==> src/rtl/pws_pkg.sv <==
/*
 * pws_pkg: constants and types shared by the power-up / resume_from_sleep sequencer.
 * Assumes a 125 MHz clock and a synchronous active-high reset.
 */
// Behaviour
// - raise external-on once supply passes threshold
// - start oscillator, continue only once settled
// - raise regulator and core supplies, then release reset
// - reset rising edge enters the startup state
// - resume_from_sleep: download retained config, idle within 40us
// - retention array kept while retention supply powered
// - cold start: idle about 5us after startup
// - serial fast rate accepted only from idle
// - latch mode straps on reset rising edge
package pws_pkg;

	// clock rate and the timing figures, each in its own unit
	localparam int CLK_MHZ        = 125;
	localparam int WAKE_MAX_US    = 40;
	localparam int PLL_LOCK_US    = 5;
	localparam int OSC_SETTLE_US  = 1;
	localparam int SUPPLY_RISE_US = 1;

	// cycle counts derived from the figures
	localparam int WAKE_MAX_CYC    = WAKE_MAX_US * CLK_MHZ;
	localparam int PLL_LOCK_CYC    = PLL_LOCK_US * CLK_MHZ;
	localparam int OSC_SETTLE_CYC  = OSC_SETTLE_US * CLK_MHZ;
	localparam int SUPPLY_RISE_CYC = SUPPLY_RISE_US * CLK_MHZ;

	// retention array shape and timer width
	localparam int RET_WORDS = 16;
	localparam int RET_AW    = 4;
	localparam int RET_DW    = 8;
	localparam int TMR_W     = 13;

	// strap layout
	localparam int STRAP_POL_BIT = 0;
	localparam int STRAP_PHA_BIT = 1;

	// sequencer states
	typedef enum logic [2:0] {
		PWS_OFF      = 3'b000,
		PWS_OSC      = 3'b001,
		PWS_SUPPLY   = 3'b010,
		PWS_STARTUP  = 3'b011,
		PWS_DOWNLOAD = 3'b100,
		PWS_IDLE     = 3'b101
	} pws_state_t;

endpackage

==> src/rtl/pws_ret_if.sv <==
/*
 * pws_ret_if: retention array read port between sequencer and array.
 * Assumes both ends sit on the same clock.
 */
`timescale 1ns/100ps
interface pws_ret_if;
	import pws_pkg::*;
	logic [RET_AW-1:0] rd_addr;	// word being downloaded
	logic [RET_DW-1:0] rd_data;	// word content, one cycle later
	modport seq (output rd_addr, input rd_data);
	modport mem (input rd_addr, output rd_data);
endinterface

==> src/rtl/pws_ret_array.sv <==
/*
 * pws_ret_array: configuration array powered from the retention supply.
 * Assumes the surrounding domain runs while retention supply is on.
 */
`timescale 1ns/100ps
module pws_ret_array
	import pws_pkg::*;
(
	// clock
	input  wire logic            clk_in,
	// retention supply and write port
	input  wire logic            ret_supply_in,
	input  wire logic            wr_en_in,
	input  wire logic [RET_AW-1:0] wr_addr_in,
	input  wire logic [RET_DW-1:0] wr_data_in,
	// read side
	pws_ret_if.mem               rd
);
	// storage deliberately has no reset: contents survive core reset
	logic [RET_DW-1:0] mem [RET_WORDS];

	// contents kept only while retention supply holds; lost otherwise
	always_ff @(posedge clk_in) begin
		for (int i = 0; i < RET_WORDS; i++) begin
			if (!ret_supply_in) begin
				mem[i] <= '0;
			end else if (wr_en_in && wr_addr_in == RET_AW'(i)) begin
				mem[i] <= wr_data_in;
			end
		end
		rd.rd_data <= mem[rd.rd_addr];
	end
endmodule // pws_ret_array

==> src/rtl/pws_sequencer.sv <==
/*
 * pws_sequencer: power-up / resume_from_sleep sequencer top.
 * Assumes supply comparator, retention supply, resume_from_sleep and strap inputs are
 * synchronous to clk_in.
 */
`timescale 1ns/100ps
module pws_sequencer
	import pws_pkg::*;
(
	// clock and reset
	input  wire logic              clk_in,
	input  wire logic              rst_in,
	// supplies and resume_from_sleep request
	input  wire logic              supply_above_on_in,
	input  wire logic              retention_supply_pin_in,
	input  wire logic              resume_from_sleep_in,
	// mode straps
	input  wire logic [1:0]        strap_in,
	// retention array writes from the configuration path
	input  wire logic              cfg_wr_en_in,
	input  wire logic [RET_AW-1:0] cfg_wr_addr_in,
	input  wire logic [RET_DW-1:0] cfg_wr_data_in,
	// sequencer outputs
	output logic                   external_on_output_out,
	output logic                   crystal_oscillator_en_out,
	output logic                   regulator_supply_out_out,
	output logic                   digital_core_supply_out,
	output logic                   reset_release_line_n_out,
	output logic                   idle_out,
	output logic                   fast_serial_ok_out,
	output logic                   wake_case_out,
	output logic                   spi_pol_out,
	output logic                   spi_pha_out,
	output logic                   cfg_valid_out,
	output logic [RET_AW-1:0]      cfg_addr_out,
	output logic [RET_DW-1:0]      cfg_data_out
);
	pws_state_t        state;	// current step
	pws_state_t        next_state;	// next step
	logic [TMR_W-1:0]  tmr;	// cycles in current step
	logic [RET_AW-1:0] dl_addr;	// download pointer
	logic              dl_pend;	// read data due this cycle
	logic              wake;	// this start follows deep sleep
	logic              rst_line_q;	// reset line one cycle ago
	pws_ret_if         ret();

	// named decodes
	wire in_off   = (state == PWS_OFF);
	wire in_start = (state == PWS_STARTUP);
	wire in_dl    = (state == PWS_DOWNLOAD);
	wire osc_done = (state == PWS_OSC) && (tmr == TMR_W'(OSC_SETTLE_CYC - 1));
	wire sup_done = (state == PWS_SUPPLY) && (tmr == TMR_W'(SUPPLY_RISE_CYC - 1));
	wire pll_done = in_start && (tmr == TMR_W'(PLL_LOCK_CYC - 1));
	wire dl_last  = in_dl && (dl_addr == RET_AW'(RET_WORDS - 1));
	wire rst_rise = reset_release_line_n_out && !rst_line_q;
	assign ret.rd_addr = dl_addr;

	pws_ret_array u_ret (
		.clk_in     (clk_in),
		.ret_supply_in(retention_supply_pin_in),
		.wr_en_in   (cfg_wr_en_in),
		.wr_addr_in (cfg_wr_addr_in),
		.wr_data_in (cfg_wr_data_in),
		.rd         (ret.mem)
	);

	// step selection; resume_from_sleep start goes through download, cold start through pll wait
	always_comb begin
		next_state = state;
		case (state)
			PWS_OFF:      if (supply_above_on_in) next_state = PWS_OSC;
			PWS_OSC:      if (osc_done) next_state = PWS_SUPPLY;
			PWS_SUPPLY:   if (sup_done) next_state = PWS_STARTUP;
			PWS_STARTUP: begin
				if (wake) next_state = PWS_DOWNLOAD;
				else if (pll_done) next_state = PWS_IDLE;
			end
			PWS_DOWNLOAD: if (dl_last) next_state = PWS_IDLE;
			PWS_IDLE:     next_state = PWS_IDLE;
			default:      next_state = PWS_OFF;
		endcase
		// supply loss drops everything back to off
		if (!supply_above_on_in) next_state = PWS_OFF;
	end

	// state, timer and download pointer
	always_ff @(posedge clk_in) begin
		if (rst_in) begin
			state   <= PWS_OFF;
			tmr     <= '0;
			dl_addr <= '0;
			dl_pend <= 1'b0;
		end else begin
			state   <= next_state;
			tmr     <= (next_state != state) ? '0 : tmr + 1'b1;
			dl_addr <= in_dl ? dl_addr + 1'b1 : '0;
			dl_pend <= in_dl;
		end
	end

	// case capture at supply rise: recorded once per start
	always_ff @(posedge clk_in) begin
		if (rst_in) wake <= 1'b0;
		else if (in_off) wake <= resume_from_sleep_in && retention_supply_pin_in;
	end

	// supply outputs; each follows its step so order is fixed
	always_ff @(posedge clk_in) begin
		if (rst_in) begin
			external_on_output_out    <= 1'b0;
			crystal_oscillator_en_out <= 1'b0;
			regulator_supply_out_out  <= 1'b0;
			digital_core_supply_out   <= 1'b0;
			reset_release_line_n_out  <= 1'b0;
			rst_line_q                <= 1'b0;
		end else begin
			external_on_output_out    <= !(next_state == PWS_OFF);
			crystal_oscillator_en_out <= !(next_state == PWS_OFF);
			regulator_supply_out_out  <= next_state >= PWS_SUPPLY;
			digital_core_supply_out   <= next_state >= PWS_SUPPLY;
			reset_release_line_n_out  <= next_state >= PWS_STARTUP;
			rst_line_q                <= reset_release_line_n_out;
		end
	end

	// straps sampled at the reset line rising edge
	always_ff @(posedge clk_in) begin
		if (rst_in) begin
			spi_pol_out <= 1'b0;
			spi_pha_out <= 1'b0;
		end else if (rst_rise) begin
			spi_pol_out <= strap_in[STRAP_POL_BIT];
			spi_pha_out <= strap_in[STRAP_PHA_BIT];
		end
	end

	// download stream and status
	always_ff @(posedge clk_in) begin
		if (rst_in) begin
			cfg_valid_out      <= 1'b0;
			cfg_addr_out       <= '0;
			cfg_data_out       <= '0;
			idle_out           <= 1'b0;
			fast_serial_ok_out <= 1'b0;
			wake_case_out      <= 1'b0;
		end else begin
			cfg_valid_out      <= dl_pend;
			cfg_addr_out       <= dl_addr - 1'b1;
			cfg_data_out       <= ret.rd_data;
			// idle is announced only once the last downloaded word is out,
			// so the host never sees idle with configuration still in flight
			idle_out           <= (next_state == PWS_IDLE) && !in_dl;
			fast_serial_ok_out <= (next_state == PWS_IDLE) && !in_dl;
			wake_case_out      <= wake;
		end
	end

	// startup-dwell counter for the resume_from_sleep bound check
	logic [TMR_W-1:0] dwell;
	always_ff @(posedge clk_in) begin
		if (rst_in || !reset_release_line_n_out) dwell <= '0;
		else if (!idle_out) dwell <= dwell + 1'b1;
	end

	property p_on_order;
		@(posedge clk_in) disable iff (rst_in)
		$rose(regulator_supply_out_out) |-> external_on_output_out && crystal_oscillator_en_out;
	endproperty
	a_on_order: assert property (p_on_order) else $error("supply before on");
	property p_osc_settle;
		@(posedge clk_in) disable iff (rst_in)
		$rose(crystal_oscillator_en_out) |-> !regulator_supply_out_out [*8];
	endproperty
	a_osc_settle: assert property (p_osc_settle) else $error("osc not settled");
	property p_rst_after;
		@(posedge clk_in) disable iff (rst_in)
		reset_release_line_n_out |-> regulator_supply_out_out && digital_core_supply_out;
	endproperty
	a_rst_after: assert property (p_rst_after) else $error("reset early");
	property p_rise_start;
		@(posedge clk_in) disable iff (rst_in)
		$rose(reset_release_line_n_out) |-> in_start;
	endproperty
	a_rise_start: assert property (p_rise_start) else $error("not startup");
	property p_wake_bound;
		@(posedge clk_in) disable iff (rst_in)
		reset_release_line_n_out |-> dwell <= TMR_W'(WAKE_MAX_CYC);
	endproperty
	a_wake_bound: assert property (p_wake_bound) else $error("idle too late");
	// cold start timing is checked on the dwell counter, not a long delay,
	// since a 625-cycle delay would make the property slow to evaluate
	property p_cold;
		@(posedge clk_in) disable iff (rst_in)
		$fell(in_start) && !wake && supply_above_on_in |-> dwell == TMR_W'(PLL_LOCK_CYC);
	endproperty
	a_cold: assert property (p_cold) else $error("cold timing");
	property p_cold_bound;
		@(posedge clk_in) disable iff (rst_in)
		in_start && !wake |-> dwell < TMR_W'(PLL_LOCK_CYC);
	endproperty
	a_cold_bound: assert property (p_cold_bound) else $error("pll wait too long");
	// the last retained word must be out by the time idle is shown
	property p_dl_done;
		@(posedge clk_in) disable iff (rst_in)
		$rose(idle_out) && wake |-> cfg_valid_out && cfg_addr_out == RET_AW'(RET_WORDS - 1);
	endproperty
	a_dl_done: assert property (p_dl_done) else $error("idle before download end");
	property p_fast;
		@(posedge clk_in) disable iff (rst_in)
		fast_serial_ok_out |-> idle_out && reset_release_line_n_out;
	endproperty
	a_fast: assert property (p_fast) else $error("fast before idle");
	property p_strap;
		@(posedge clk_in) disable iff (rst_in)
		rst_rise |=> spi_pol_out == $past(strap_in[0]) && spi_pha_out == $past(strap_in[1]);
	endproperty
	a_strap: assert property (p_strap) else $error("strap not latched");
	property p_dl_wake;
		@(posedge clk_in) disable iff (rst_in)
		cfg_valid_out |-> wake;
	endproperty
	a_dl_wake: assert property (p_dl_wake) else $error("download on cold");
	c_cold: cover property (@(posedge clk_in) $rose(idle_out) && !wake);
	c_wake: cover property (@(posedge clk_in) $rose(idle_out) && wake);
	c_drop: cover property (@(posedge clk_in) idle_out && !supply_above_on_in);
endmodule // pws_sequencer

==> config.mk <==
export PLATFORM = sky130hd
export DESIGN_NAME = pws_sequencer
export DESIGN_NICKNAME = d
export VERILOG_FILES = /design/src/rtl/pws_pkg.sv /design/src/rtl/pws_ret_if.sv /design/src/rtl/pws_ret_array.sv /design/src/rtl/pws_sequencer.sv
export SDC_FILE = /design/constraint.sdc
export NUM_CORES = 1
export LEC_CHECK = 0
export ABC_AREA = 1
export BUFFER_PORTS_ARGS = -buffer_cell sky130_fd_sc_hd__buf_2
export CAP_MARGIN = 20
export CORE_MARGIN = 1
export CORE_UTILIZATION = 52
export DETAILED_ROUTE_END_ITERATION = 12
export PLACE_DENSITY_LB_ADDON = 0.12
export SYNTH_ARGS = -nofsm -noshare
export SYNTH_HDL_FRONTEND = slang
export SYNTH_SLANG_ARGS = --single-unit
==> constraint.sdc <==
create_clock -name clk_in -period 4.2 [get_ports clk_in]
set_input_delay 0.21 -clock clk_in [delete_from_list [all_inputs] [get_ports clk_in]]
set_output_delay 0.21 -clock clk_in [all_outputs]
set_load 0.005 [all_outputs]
; ---- Word-level counts from Yosys, hierarchy flattened
; Memory sizes are Yosys's and may differ from the RTL's. A register that Yosys moved wholly into a read port is not among the register bits.
; Index checks and enable logic that the tools add are counted.
[classes]
n_lt_le_gt_ge = 2
mux = 72
n_reduce_logical = 31
bitwise = 17
n_addsub = 3
eq_ne = 25
[ops]
columns = op, n
row1 = 2-to-1 mux 8 bit, 16
row2 = 2-to-1 mux 1 bit, 49
row3 = equality test 4 bit (second input constant), 9
row4 = logical AND 1 bit, 23
row5 = 2-to-1 mux 3 bit, 6
row6 = one-hot mux 3 bit (6 select lines), 1
row7 = equality test 4 x 3 -> 1 bit (second input constant), 4
row8 = OR 1 bit, 16
row9 = adder 13 x 1 -> 13 bit (second input constant), 1
row10 = equality test 13 x 10 -> 1 bit (second input constant), 1
row11 = equality test 13 x 7 -> 1 bit (second input constant), 1
row12 = equality test 3 bit (second input constant), 3
row13 = equality test 4 x 2 -> 1 bit (second input constant), 2
row14 = equality test 3 x 2 -> 1 bit (second input constant), 2
row15 = greater-or-equal comparator 3 x 2 -> 1 bit (second input constant), 2
row16 = zero test 3 bit, 2
row17 = adder 4 x 1 -> 4 bit (second input constant), 1
row18 = equality test 4 x 1 -> 1 bit (second input constant), 1
row19 = zero test 4 bit, 1
row20 = OR reduction 2 bit, 2
row21 = subtractor 4 x 1 -> 4 bit (second input constant), 1
row22 = equality test 3 x 1 -> 1 bit (second input constant), 1
row23 = zero test 1 bit, 3
row24 = inequality test 3 bit, 1
row25 = NOT 1 bit, 1
[word_totals]
ram_bits = 128
reg_bits = 43
word_cells = 167
out_inout_bits = 23
n_memories = 1
in_bits = 20
[memory_table]
columns = name, words, width, rd, rd_clocked_by_memory_dff, wr, line
row1 = u_ret.mem, 16, 8, 1, 1, 16, pws_ret_array.sv:20  ; logic [RET_DW-1:0] mem [RET_WORDS];

; ---- Depth between registers and ports, before layout
[depth]
depth_word = 8
mapped_depth = 13
depth_no_buf = 12

; ---- Cells and area by module
; From an unflattened synthesis, not the netlist that was laid out.
[hier_totals]
cells_unflattened = 958
hier_area_um2 = 8289.2
[modules_own_cells]
columns = module, area_per_inst_um2, cells_each, seq_area_each_um2, instances
row1 = pws_ret_array, 6437.4, 731, 4003.8, 1
row2 = pws_sequencer, 1851.8, 227, 860.8, 1

; ---- Worst setup path before layout
; OpenSTA, ideal clock, no wires.
[synth_path]
kind = input-to-reg
from = input cfg_wr_addr_in[0]
to = memory u_ret.mem[13][0], enable pin
arrival_time_ns = 1.221
t_required_ns = 3.816
setup_ns = 0.384
setup_slack_ns = 2.595
cell_stages = 4
path_buffers = 0
cell_sequence = inv_1 nor2_1 nand2_1 o21ai_0
[synth_lines]
columns = element, line
row1 = "start, declared", pws_sequencer.sv:21  ; input wire logic [RET_AW-1:0] cfg_wr_addr_in,
row2 = "end, declared", pws_ret_array.sv:20

==> impl_metrics.json <==
{
  "worst_pin_slew_ns": 0.987,
  "skew_ns": 0.00623,
  "p_comb_share_pct": 4.9,
  "cts_setup_buffers": 0,
  "cts_sinks": 179,
  "finalMaxSlewViolations": 0,
  "hpwl_mm": 12.8,
  "fp.coreArea_mm2": 0.0146,
  "relSlewSlack_pct": 34.2,
  "max_freq_mhz": 397,
  "seqPwrFrac_pct": 55.2,
  "die_height_um": 124,
  "hold_path.class": "input pin to register",
  "setup_violations": 0,
  "ys_seq_area_share_pct": 62.5,
  "cap_violations": 0,
  "syn_area_mm2": 0.00778,
  "r2r_slack_ns": 1.68,
  "htree_levels": 4,
  "drtAntennaViolNets": 0,
  "grt_pass1_vias": 5443,
  "required_ns": 4.51,
  "power_mw": 3.65,
  "antenna_cells": 0,
  "synth_mux_area_share_pct": 0,
  "crit_fanout": 69,
  "ios": 43,
  "viasPerCell": 5.69,
  "hold_viol": 0,
  "std_cell_rows": 44,
  "synth-warning-count": 0,
  "overflow": 0,
  "status": "complete, no violations",
  "first_pass_iters": 6,
  "cts_tree": "yes",
  "rsz0062_at_grt": "no",
  "yosys.area_share.simple_pct": 21.1,
  "cp_slowest_stage_delay_ns": 0.54,
  "routabilityCongestion": 0.922,
  "area_growth_pct": 11.3,
  "max-vdd-ir-drop_mv": 0.303,
  "portBuffers": 42,
  "worst_path_max_delay_cell": "inv_1",
  "sw_frac_of_total_pct": 22.9,
  "power_density_mw_per_mm2": 422,
  "leakagePower_nw": 3.37,
  "num_vias": 5827,
  "synth-compound-area-share_pct": 8.91,
  "clkPwrFrac_pct": 39.9,
  "dieArea_mm2": 0.0154,
  "cts.path.max_buffers": 2,
  "criticalPathCategory": "register to register",
  "synth_top_family_by_area": "simple AND/OR/NAND/NOR gates",
  "clk_latency_ns": 0.43,
  "critPathCaptureType": "register",
  "synthDistinctLibCells": 33,
  "critPathArrivalTime_ns": 2.83,
  "setup_tns_ns": 0,
  "synth_fp_nets": 820,
  "synthAdderAreaFrac_pct": 0.644,
  "wl_mm": 19.1,
  "initial_core_util_pct": 53.3,
  "numCtsBuffers": 17,
  "worstPathCellList": "buf_4, inv_1, buf_4, o21ai_0, o221ai_1, nand3_1, nand3_1",
  "antenna_found_initial": 0,
  "post-route-period-util_pct": 60.0,
  "root_buffer": "clkbuf_16",
  "die_x_um": 124,
  "p_switching_uw": 836,
  "period_needed_ns": 2.52,
  "dr.first_iter.drc_count": 850,
  "drive_gt1_share_pct": 13.6,
  "grt_max_degree": 70,
  "grt_pass1_wl_mm": 29.7,
  "synth_seq_cells": 179,
  "clk_pin_slew_ns": 0.07,
  "synth-xor-area-share_pct": 1.46,
  "grt_util_all_layers_pct": 25.3,
  "synth_cells": 796,
  "synth.avg_cell_area_um2": 9.77,
  "post_drt_wl_per_cell_um": 18.6,
  "p_int_mw": 2.82,
  "drc_errors": 0,
  "nets": 851,
  "cp-start-kind": "register"
}
## kinds of logic (layout without fill, tap and decap cells)
group | after synthesis | after routing
AO/OA/AOI/OAI | 121 | 121
adder cells (fa/ha/maj) | 4 | 4
buffers and inverters | 102 | 146
flip-flops | 179 | 179
AND/OR/NAND/NOR | 377 | 377
XOR/XNOR | 13 | 13
## synthesized netlist by cell type
master	instances	area, um2
a211oi_1	1	7.51
a21boi_1	1	7.51
a21oi_1	7	35.0
and3_1	1	6.26
buf_1	4	15.0
buf_2	2	10.0
buf_4	3	22.5
buf_6	1	11.3
buf_8	1	15.0
clkbuf_1	31	116
dfxtp_1	51	1020
edfxtp_1	128	3840
ha_1	4	50.1
inv_1	55	206
inv_2	5	18.8
nand2_1	68	255
nand2_2	3	18.8
nand3_1	32	160
nand3_2	2	20.0
nand3_4	1	17.5
nand3b_2	1	11.3
nand4_1	11	68.8
nor2_1	233	875
nor2_2	2	12.5
nor3_1	7	35.0
nor3_2	16	160
o211ai_1	3	22.5
o21ai_0	76	380
o221ai_1	13	114
o22ai_1	19	119
o31ai_1	1	7.51
xnor2_1	5	43.8
xor2_1	8	70.1
## critical path: cells and delay by family, from the launching register on
family,cells,cell delay [ns]
AND/OR/NAND/NOR,2,0.23
buffers and inverters,3,1.47
flip-flops,1,0.31
AO/OA/AOI/OAI,2,0.36
## what timing repair did
| action | in CTS | in global routing |
|---|---|---|
| hold buffers | 1 | 0 |
| resized for setup | 0 | 0 |
| setup endpoints to repair | 0 | 0 |
| endpoints found under the hold margin | 1 | 0 |
## final cells by class
| type | instances | area [um2] |
|---|---|---|
| multi-input combinational | 515 | 2500 |
| inverter | 60 | 225 |
| fill | 1204 | 5930 |
| sequential | 179 | 4870 |
| clock inverter | 12 | 75.1 |
| timing repair buffer | 54 | 308 |
| tap | 184 | 230 |
| clock buffer | 20 | 458 |
## cells in the final DEF, fill, tap and decap left out, drive strengths merged, types with 19 or more instances in the layout
master | synthesis | routed
nand2 | 71 | 71
o22ai | 19 | 19
o21ai | 76 | 76
nor2 | 235 | 235
inv | 60 | 67
edfxtp | 128 | 128
nor3 | 23 | 23
buf | 11 | 52
dfxtp | 51 | 51
clkbuf | 31 | 21
nand3 | 35 | 35
## stage by stage
stage               instances  cell area, um2  worst slack [ns]  hold WS (ns)  util (%)
global placement          983            8050              1.69         0.395      55.2
global route             1024            8660              1.49        0.0101      59.4
detailed placement        984            8060              1.63         0.396      55.2
finish                   1024            8660              1.68        0.0109      59.4
CTS                      1017            8600              1.60       0.00182      58.9
floorplan                 796            7780              2.60         0.345         -
## path summary, 6_finish.rpt
kind,cells past startpoint,end,from
setup / recovery,7,u_ret.rd.rd_data[3],dl_addr[0]
hold / removal,3,spi_pol_out,strap_in[0]
setup reg to reg,7,u_ret.rd.rd_data[3],dl_addr[0]
hold reg to reg,2,cfg_valid_out,dl_pend
## state kept, by name, summed over array words and instances, names as in the netlist, 3 cells and up
name,cells
dl_addr,4
u_ret.mem,128
cfg_addr_out,4
u_ret.rd.rd_data,8
state,3
tmr,13
cfg_data_out,8
## routing by layer
metal  vias up  share of wire, %  track usage, %
met5         -                 0               0
met4         0               1.4            7.02
met3        27               9.0            5.20
met2       298                47            38.6
met1      2743                43            36.8
li1       2759                 -               -
## power groups by stage
stage | registers [mW] | clock network (mW) | logic, mW
after floorplan | 2.04 | 0 | 0.106
after global placement | 2.05 | 0 | 0.171
after detailed placement | 2.05 | 0 | 0.174
after CTS | 2.02 | 1.46 | 0.175
after global routing | 2.02 | 1.54 | 0.195
final | 2.02 | 1.46 | 0.178
Note: power is estimated with default switching activity, not from simulation.
